## src/hw/cfs_params.svh

```systemverilog
// Offsets-free constants: reset values, select codes, table entries and timing for the selector
`ifndef CFS_PARAMS_SVH
`define CFS_PARAMS_SVH

`define CFS_CLK_MHZ 125
`define CFS_WD_TIMEOUT_US 1000
`define CFS_SYSRST_NS 1000
`define CFS_SYSRST_CYC ((`CFS_SYSRST_NS * `CFS_CLK_MHZ + 999) / 1000)

`define CFS_PROG_ENABLE_RST 1'h0
`define CFS_OVERRIDE_RST 1'h0
`define CFS_WD_ARM_RST 1'h0

`define CFS_CODE_6666 5'h1c
`define CFS_CODE_10000 5'h1d
`define CFS_CODE_20000 5'h1e
`define CFS_CODE_13330 5'h1f

`define CFS_HZ_66M6 28'h3f83c40
`define CFS_HZ_100M0 28'h5f5e100
`define CFS_HZ_200M0 28'hbebc200
`define CFS_HZ_133M3 28'h7f1ff20
`define CFS_HZ_33M3 28'h1fc1e20
`define CFS_HZ_48M007 28'h2dc88f2

`endif

```

## src/hw/cfs_pkg.sv

```systemverilog
// Types shared by the frequency selector and its rate table
package cfs_pkg;

    typedef struct packed {
        logic prog_enable;
        logic select_override;
        logic [4:0] soft_code;
        logic [7:0] cpu_feedback_count;
        logic [6:0] cpu_reference_count;
        logic recovery_source_select;
        logic [7:0] recovery_feedback_count;
        logic [6:0] recovery_reference_count;
        logic watchdog_arm;
    } cfs_ctrl_t;

    typedef struct packed {
        logic [27:0] cpu_hz;
        logic [27:0] mid_hz;
        logic [27:0] pci_hz;
        logic [27:0] fixed_hz;
    } cfs_rates_t;

    typedef struct packed {
        logic use_divider;
        logic [7:0] feedback_count;
        logic [6:0] reference_count;
        logic [4:0] sel_code;
        cfs_rates_t rates;
    } cfs_freq_t;

endpackage : cfs_pkg

```

## src/hw/cfs_freq_select.sv

```systemverilog
// CPU clock frequency source selection with watchdog recovery
`timescale 1ns/1ps
`include "cfs_params.svh"
module cfs_freq_select #(
    parameter int unsigned WD_TIMEOUT_CYC = `CFS_WD_TIMEOUT_US * `CFS_CLK_MHZ
) (
    input wire logic core_clk,
    input wire logic rst_b,
    input wire logic [4:0] strap_frequency_code,
    input wire logic cfg_wr,
    input cfs_pkg::cfs_ctrl_t cfg_wdata,
    input wire logic status_wr,
    input wire logic status_wdata,
    output cfs_pkg::cfs_ctrl_t ctrl_readback,
    output logic [4:0] strap_code_latched,
    output logic watchdog_expired_flag,
    output logic sys_reset_b,
    output logic freq_load,
    output cfs_pkg::cfs_freq_t freq_out
);

    localparam logic [31:0] WD_RELOAD = 32'(WD_TIMEOUT_CYC);
    localparam logic [7:0] SYSRST_CYC = 8'(`CFS_SYSRST_CYC);

    typedef struct packed {
        logic [4:0] strap_s1;
        logic [4:0] strap_s2;
        logic strap_taken;
        logic [4:0] strap_code;
        cfs_pkg::cfs_ctrl_t ctrl;
        logic [31:0] wd_count;
        logic wd_running;
        logic expired;
        logic recovery;
        logic [7:0] rst_count;
        logic sys_reset_b;
        logic load;
        cfs_pkg::cfs_freq_t freq;
    } cfs_state_t;

    cfs_state_t st_reg;
    cfs_state_t st_next;
    cfs_pkg::cfs_rates_t table_rates;
    logic [4:0] table_code;
    logic [4:0] ratio_code;
    logic wd_fire;

    assign ratio_code = st_reg.ctrl.select_override ? st_reg.ctrl.soft_code
                                                    : st_reg.strap_code;
    assign wd_fire = st_reg.wd_running && st_reg.ctrl.watchdog_arm && (st_reg.wd_count == 32'h1);

    cfs_rate_table u_rate_table (
        .code(table_code),
        .rates(table_rates)
    );

    always_comb
    begin
        st_next = st_reg;
        st_next.load = 1'b0;
        // Strap pins pass two flops, then are caught once
        st_next.strap_s1 = strap_frequency_code;
        st_next.strap_s2 = st_reg.strap_s1;
        if (!st_reg.strap_taken)
        begin
            st_next.strap_code = st_reg.strap_s2;
            st_next.strap_taken = 1'b1;
        end
        if (cfg_wr)
        begin
            st_next.ctrl = cfg_wdata;
            st_next.load = 1'b1;
            st_next.recovery = 1'b0;
        end
        // Watchdog
        if (!st_reg.ctrl.watchdog_arm)
        begin
            st_next.wd_count = WD_RELOAD;
            st_next.wd_running = 1'b0;
        end
        else if (st_reg.load && !st_reg.recovery)
        begin
            st_next.wd_count = WD_RELOAD;
            st_next.wd_running = 1'b1;
        end
        else if (wd_fire)
        begin
            st_next.wd_running = 1'b0;
            st_next.recovery = 1'b1;
            st_next.load = 1'b1;
            st_next.rst_count = SYSRST_CYC;
        end
        else if (st_reg.wd_running)
        begin
            st_next.wd_count = st_reg.wd_count - 32'h1;
        end
        // Expired flag: a new expiry wins over a clear in the same cycle
        if (status_wr && status_wdata)
        begin
            st_next.expired = 1'b0;
        end
        if (wd_fire)
        begin
            st_next.expired = 1'b1;
        end
        // System reset pulse
        if (st_reg.rst_count != 8'h0 && !wd_fire)
        begin
            st_next.rst_count = st_reg.rst_count - 8'h1;
        end
        st_next.sys_reset_b = (st_next.rst_count == 8'h0);
        // Frequency source
        table_code = ratio_code;
        st_next.freq.sel_code = ratio_code;
        st_next.freq.use_divider = 1'b0;
        st_next.freq.feedback_count = st_reg.ctrl.cpu_feedback_count;
        st_next.freq.reference_count = st_reg.ctrl.cpu_reference_count;
        if (st_reg.recovery)
        begin
            if (st_reg.ctrl.recovery_source_select)
            begin
                st_next.freq.use_divider = 1'b1;
                st_next.freq.feedback_count = st_reg.ctrl.recovery_feedback_count;
                st_next.freq.reference_count = st_reg.ctrl.recovery_reference_count;
            end
            else
            begin
                table_code = st_reg.strap_code;
                st_next.freq.sel_code = st_reg.strap_code;
            end
        end
        else if (st_reg.ctrl.prog_enable)
        begin
            st_next.freq.use_divider = 1'b1;
        end
        st_next.freq.rates = table_rates;
        if (st_next.freq.use_divider)
        begin
            st_next.freq.rates.cpu_hz = 28'h0;
        end
    end

    always_ff @(posedge core_clk)
    begin
        if (!rst_b)
        begin
            st_reg <= '0;
            st_reg.ctrl.prog_enable <= `CFS_PROG_ENABLE_RST;
            st_reg.ctrl.select_override <= `CFS_OVERRIDE_RST;
            st_reg.ctrl.watchdog_arm <= `CFS_WD_ARM_RST;
            st_reg.wd_count <= WD_RELOAD;
            st_reg.sys_reset_b <= 1'b1;
            // Strap synchroniser runs through reset so the code is settled at release
            st_reg.strap_s1 <= st_next.strap_s1;
            st_reg.strap_s2 <= st_next.strap_s2;
        end
        else
        begin
            st_reg <= st_next;
        end
    end

    assign ctrl_readback = st_reg.ctrl;
    assign strap_code_latched = st_reg.strap_code;
    assign watchdog_expired_flag = st_reg.expired;
    assign sys_reset_b = st_reg.sys_reset_b;
    assign freq_load = st_reg.load;
    assign freq_out = st_reg.freq;
endmodule : cfs_freq_select

```

## src/hw/cfs_rate_table.sv

```systemverilog
// Nominal output rates for the select codes that the selector knows
`timescale 1ns/1ps
`include "cfs_params.svh"
module cfs_rate_table (
    input wire logic [4:0] code,
    output cfs_pkg::cfs_rates_t rates
);

    always_comb
    begin
        rates.mid_hz = `CFS_HZ_66M6;
        rates.pci_hz = `CFS_HZ_33M3;
        rates.fixed_hz = `CFS_HZ_48M007;
        case (code)
            `CFS_CODE_6666: rates.cpu_hz = `CFS_HZ_66M6;
            `CFS_CODE_10000: rates.cpu_hz = `CFS_HZ_100M0;
            `CFS_CODE_20000: rates.cpu_hz = `CFS_HZ_200M0;
            `CFS_CODE_13330: rates.cpu_hz = `CFS_HZ_133M3;
            default:
            begin
                // Codes outside the known rows report no rate
                rates.cpu_hz = 28'h0;
                rates.mid_hz = 28'h0;
                rates.pci_hz = 28'h0;
                rates.fixed_hz = 28'h0;
            end
        endcase
    end

endmodule : cfs_rate_table

```

## config.mk

```make
export PLATFORM = sky130hd
export DESIGN_NAME = cfs_freq_select
export DESIGN_NICKNAME = d
export VERILOG_FILES = /design/src/hw/cfs_pkg.sv /design/src/hw/cfs_freq_select.sv /design/src/hw/cfs_rate_table.sv
export VERILOG_INCLUDE_DIRS = /design/src /design/src/hw
export SDC_FILE = /design/constraint.sdc
export NUM_CORES = 1
export LEC_CHECK = 0
export ABC_AREA = 1
export BUFFER_PORTS_ARGS = -buffer_cell sky130_fd_sc_hd__clkbuf_2
export CORE_AREA = 2 2 120 122
export DETAILED_ROUTE_END_ITERATION = 8
export DIE_AREA = 0 0 122 124
export GPL_TIMING_DRIVEN = 0
export PLACE_DENSITY_LB_ADDON = 0.15
export SYNTH_ARGS = -nofsm -noshare
export SYNTH_HDL_FRONTEND = slang
export SYNTH_SLANG_ARGS = --single-unit
export TNS_END_PERCENT = 5
```

## constraint.sdc

```tcl
create_clock -name core_clk -period 1.8 [get_ports core_clk]
set_input_delay 0.36 -clock core_clk [delete_from_list [all_inputs] [get_ports core_clk]]
set_output_delay 0.36 -clock core_clk [all_outputs]
set_load 0.02 [all_outputs]
```

* After elaboration in Yosys (flattened, before gate mapping)
Index checks and enable logic that the tools add are counted.
Storage, ports and cells: flip-flop bits (word level) 233, output and inout bits 180, input bits 49, word-level logic and storage cells 78
Cells by class: muxes and demuxes 24, $add $sub $neg 2, reduce and logical (&&, ||, !) cells 16, bitwise logic cells 3, equality and inequality tests 5
Operators with widths (count):
- $pmux 28 s4 | 1
- $mux 82 | 1
- $mux 32 | 2
- $mux 33 | 1
- $eq 32x1->1 const B | 1
- $sub 32x1->32 const B | 1
- $mux 9 | 3
- $eq 5x5->1 const B | 4
- $mux 20 | 1
- $mux 16 | 1
- $mux 5 | 3
- $mux 1 | 10
- $logic_not 8->1 | 1
- $mux 8 | 1
- $reduce_bool 8->1 | 1
- $sub 8x1->8 const B | 1
- $logic_and 1x1->1 | 5
- $reduce_and 2->1 | 2
- $reduce_bool 2->1 | 2
- $reduce_or 4->1 | 1
- $not 1->1 | 3
- $reduce_or 3->1 | 1
- $logic_not 1->1 | 2
- $reduce_or 2->1 | 1

* Longest topological paths before layout
word-level depth 7, mapped depth 15, gate-level depth less buffers 15

* By module
Synthesis repeated with hierarchy kept, for this count alone.
Unflattened totals: cell total of the unflattened synthesis 1365, area, all modules 10567.6 µm²
Modules (own cells, without submodules):
- cfs_freq_select | instances 1, cells an instance 1240, sequential area each 4664.5 µm², area an instance 9713.1 µm²
- cfs_rate_table | instances 1, cells an instance 125, sequential area each 0.0 µm², area an instance 854.6 µm²

* Worst setup path before layout
OpenSTA, ideal clock, no wires.
path kind reg2reg, start point register st_reg[147] in the netlist's numbering, end point register st_reg[154] in the netlist's numbering, setup slack 198 ps, required time 1669 ps, cell stages (with the launch flop) 14, arrival 1471 ps, period minus slack after synthesis 1602 ps, cells stage by stage dfxtp_1 > inv_1 > ha_1 > nand3_1 > nor2_2 > nand2_4 > nor2_8 > nand2_4 > nand2_4 > buf_12 > nor2_4 > nand2_2 > o21ai_1 > a21oi_2
Between the ends: word-level cells in the longest chain between the ends 4, elaborated cells on any way between the ends 5
RTL lines:
- from (decl) | RTL line cfs_freq_select.sv:41 | cfs_state_t st_reg;
- from (signal assigned) | RTL line cfs_freq_select.sv:159 | st_reg <= st_next;
- parallel branches: the longest is 4 deep, another holds $sub 32x1->32
Parallel ways; which one is timed is not known. A chain may end at the register's enable or synchronous reset.

* Worst setup path after layout
Ends and elaborated chain as after synthesis.

==> flow_summary.json <==
{
  "cp_max_fo": 6,
  "synth_edf_count": 0,
  "n_antenna_cell": 0,
  "core.rowCount": 43,
  "critPathKind": "reg -> reg",
  "hp-start": "strap_frequency_code[4]",
  "final_util_pct": 65.71,
  "clockBufferDepth": 2,
  "cp-start-kind": "flop",
  "power.density_nw_per_um2": 949.3,
  "io_buffers": 174,
  "h-tree-depth": 4,
  "synth_cell_types": 36,
  "globalRouteMet3Util_pct": 6.777,
  "coreArea_um2": 13720,
  "setup-tns-final_ns": 0,
  "ff2ff_path_depth": 13,
  "yosysWarnings": 0,
  "cts_root_buffer": "clkbuf_16",
  "fillCellCount": 1235,
  "status": "finished clean",
  "cp.required_ns": 2.09,
  "netlist_instances": 909,
  "die_area_um2": 15130,
  "hpwl_um": 12400,
  "rsz0062_at_grt": "true",
  "synthArstFlopShare_pct": 0,
  "cp.arrival_ns": 2.08,
  "worst_pin_slew_ns": 0.7021,
  "min_path_type": "in -> reg",
  "p_leak_nw": 4.681,
  "synth.top_cell.area_share_pct": 38.65,
  "grt_max_degree": 38,
  "vias": 5977,
  "met1_usage_pct": 25.68,
  "ys_ff_latch": 134,
  "clock_latency_ns": 0.43,
  "setup_viol": 0,
  "grt_pass1_vias": 5411,
  "finClkSkew_ns": 0.009338,
  "initial_core_util_pct": 50.59,
  "vdd_drop_max_mv": 0.5935,
  "drive_above_1_share_pct": 40.87,
  "clk_pin_slew_ns": 0.07,
  "synth-main-ff-cell": "dfxtp_1",
  "ioPinCount": 229,
  "fin_crit_sh_pct": 99.44,
  "die_x_um": 122,
  "cts_tree": "built",
  "hold_depth": 1,
  "slew_headroom_pct": 53.19,
  "routed_wl_um": 16640,
  "regToRegEndpoint": "st_reg[154]",
  "ys_top_cells_by_area": "dfxtp_1 39%, buf_4 19%, nor2_1 9.2%, nand2_1 5.6%, o21ai_0 4.8%",
  "drc": 0,
  "dieHeight_um": 124,
  "globalplace.congestion": 0.9296,
  "hold_slack_ns": 0.02870,
  "synth.top_cells.by_count": "177 x buf_4, 171 x nor2_1, 134 x dfxtp_1",
  "via_per_inst": 4.421,
  "syn2layout_area_growth_pct": 29.89,
  "ant_nets": 0,
  "r2r-start": "st_reg[147]",
  "maxCapViolCount": 0,
  "cts.sinks": 134,
  "worstSetupEndpointType": "flop",
  "drtIter0Drc": 313,
  "grt.busiest_layer": "met2",
  "grt_pass1_wl_um": 25860,
  "synth.avg_cell_area_um2": 7.635,
  "largest_register_ffs": 48,
  "dr.pass1.iters": 5,
  "final_nets": 1212,
  "rrSetupSlack_ns": 0.01,
  "hold_viol_final": 0,
  "gr-total-overflow": 0,
  "antenna_found_initial": 0,
  "fin_area_um2": 9015,
  "yosys.area.top_type": "dfxtp_1",
  "synth_area_um2": 6940,
  "post_dp_cell_area_um2": 8232,
  "hold_buffers": 0,
  "post-route-min-period_ns": 1.790,
  "cts_made_buffers": 17,
  "drv_slew": 0,
  "seq_area_frac_synth_pct": 38.65,
  "post_drt_wl_per_cell_um": 12.31,
  "final_critical_path_setup_slack_ns": 0.01011,
  "synth.most_common_cell": "buf_4",
  "min_to": "st_next[227]",
  "gr-usage-met2_pct": 37.29,
  "fmax_ghz": 0.5587,
  "grt_usage_pct": 21.90,
  "pre_cts_slack_ns": -0.09067
}
-- power breakdown --
group | leakage (nW) | internal [mW] | total, mW | switching [mW]
clock | 0.282 | 1.96 | 3.42 | 1.47
combinational | 3.29 | 0.744 | 1.86 | 1.12
sequential | 1.11 | 3.16 | 3.27 | 0.115
-- timing repair --
action | in CTS | in global routing
gates cloned | 0 | 1
buffers inserted | 0 | 4
endpoints found under the hold margin | 0 | 0
gates resized for setup | 7 | 31
pin swaps | 1 | 11
endpoints found under the setup margin | 48 | 37
-- layer usage --
metal / up-vias / routed length (µm)
met5: - / 0
met4: 0 / 337
met3: 28 / 1428
met2: 202 / 7954
met1: 2624 / 6918
li1: 3123 / -
-- kinds of logic (layout without fill, tap and decap cells) --
| kind of cell | Yosys count | after routing | share of synthesized area (%) |
|---|---|---|---|
| AO/OA/AOI/OAI | 116 | 116 | 8.942 |
| XOR/XNOR | 22 | 22 | 2.776 |
| adder cells (fa/ha/maj) | 4 | 4 | 0.7211 |
| buffers and inverters | 269 | 480 | 24.63 |
| flip-flops | 134 | 134 | 38.65 |
| other | 1 | 53 | 0.05403 |
| AND/OR/NAND/NOR | 363 | 363 | 24.23 |
-- worst max-delay path by stage --
| stage | start | end | slack [ns] | depth (start not counted) |
|---|---|---|---|---|
| 3_5_place_dp | rst_b | freq_out[109] | -0.09 | 6 |
| 5_1_grt | st_reg[147] | st_reg[154] | -0.09 | 13 |
| 4_1_cts | st_reg[147] | st_reg[162] | 0.0006 | 12 |
| 2_1_floorplan | st_reg[147] | st_reg[154] | 0.20 | 13 |
| 6_report | st_reg[147] | st_reg[154] | 0.01 | 13 |
| 3_3_place_gp | rst_b | freq_out[104] | -0.1 | 6 |
-- placed cells by master, fill, tap and decap left out, types with 3 or more instances in the layout --
| cell | instances |
|---|---|
| a21oi_1 | 32 |
| a21oi_2 | 8 |
| buf_4 | 181 |
| clkbuf_1 | 19 |
| clkbuf_16 | 18 |
| clkbuf_2 | 174 |
| conb_1 | 53 |
| dfxtp_1 | 127 |
| dfxtp_2 | 6 |
| inv_1 | 54 |
| inv_2 | 11 |
| inv_6 | 7 |
| inv_8 | 3 |
| nand2_1 | 102 |
| nand2_2 | 15 |
| nand2_4 | 5 |
| nand3_1 | 19 |
| nand4_1 | 12 |
| nor2_1 | 165 |
| nor2_2 | 12 |
| nor2_4 | 10 |
| nor2_8 | 3 |
| nor3_1 | 5 |
| nor3_2 | 3 |
| o21ai_0 | 67 |
| o21ai_1 | 5 |
| xnor2_1 | 6 |
| xor2_1 | 16 |
-- per-stage QoR --
step | total power [mW] | instances
finish | 8.558 | 1352
global route | 8.964 | 1352
CTS | 8.533 | 1347
detailed placement | 5.115 | 1315
global placement | 5.099 | 1315
floorplan | 4.724 | 961
-- layout make-up --
class | count | area (µm²) | area share (%)
clock inverter | 15 | 157.7 | 1.749
sequential | 134 | 2694 | 29.88
buffer | 202 | 1464 | 16.24
tap | 180 | 225.2 | 2.498
clock buffer | 17 | 425.4 | 4.719
timing repair buffer | 179 | 925.9 | 10.27
multi-input combinational | 558 | 2872 | 31.85
inverter | 67 | 251.5 | 2.790
-- worst max-delay path, cell delays in order (launching register included) --
cell and delay, ns:
dfxtp_2 0.35, inv_2 0.05, ha_4 0.16, nand3_4 0.06, nor2_4 0.04, nand2_4 0.08, nor2_8 0.06, nand2_8 0.09
nand2_8 0.08, buf_12 0.16, nor2_4 0.19, nand2_2 0.10, o21ai_2 0.15, a21oi_2 0.06
Note: power is estimated with default switching activity, not from simulation.
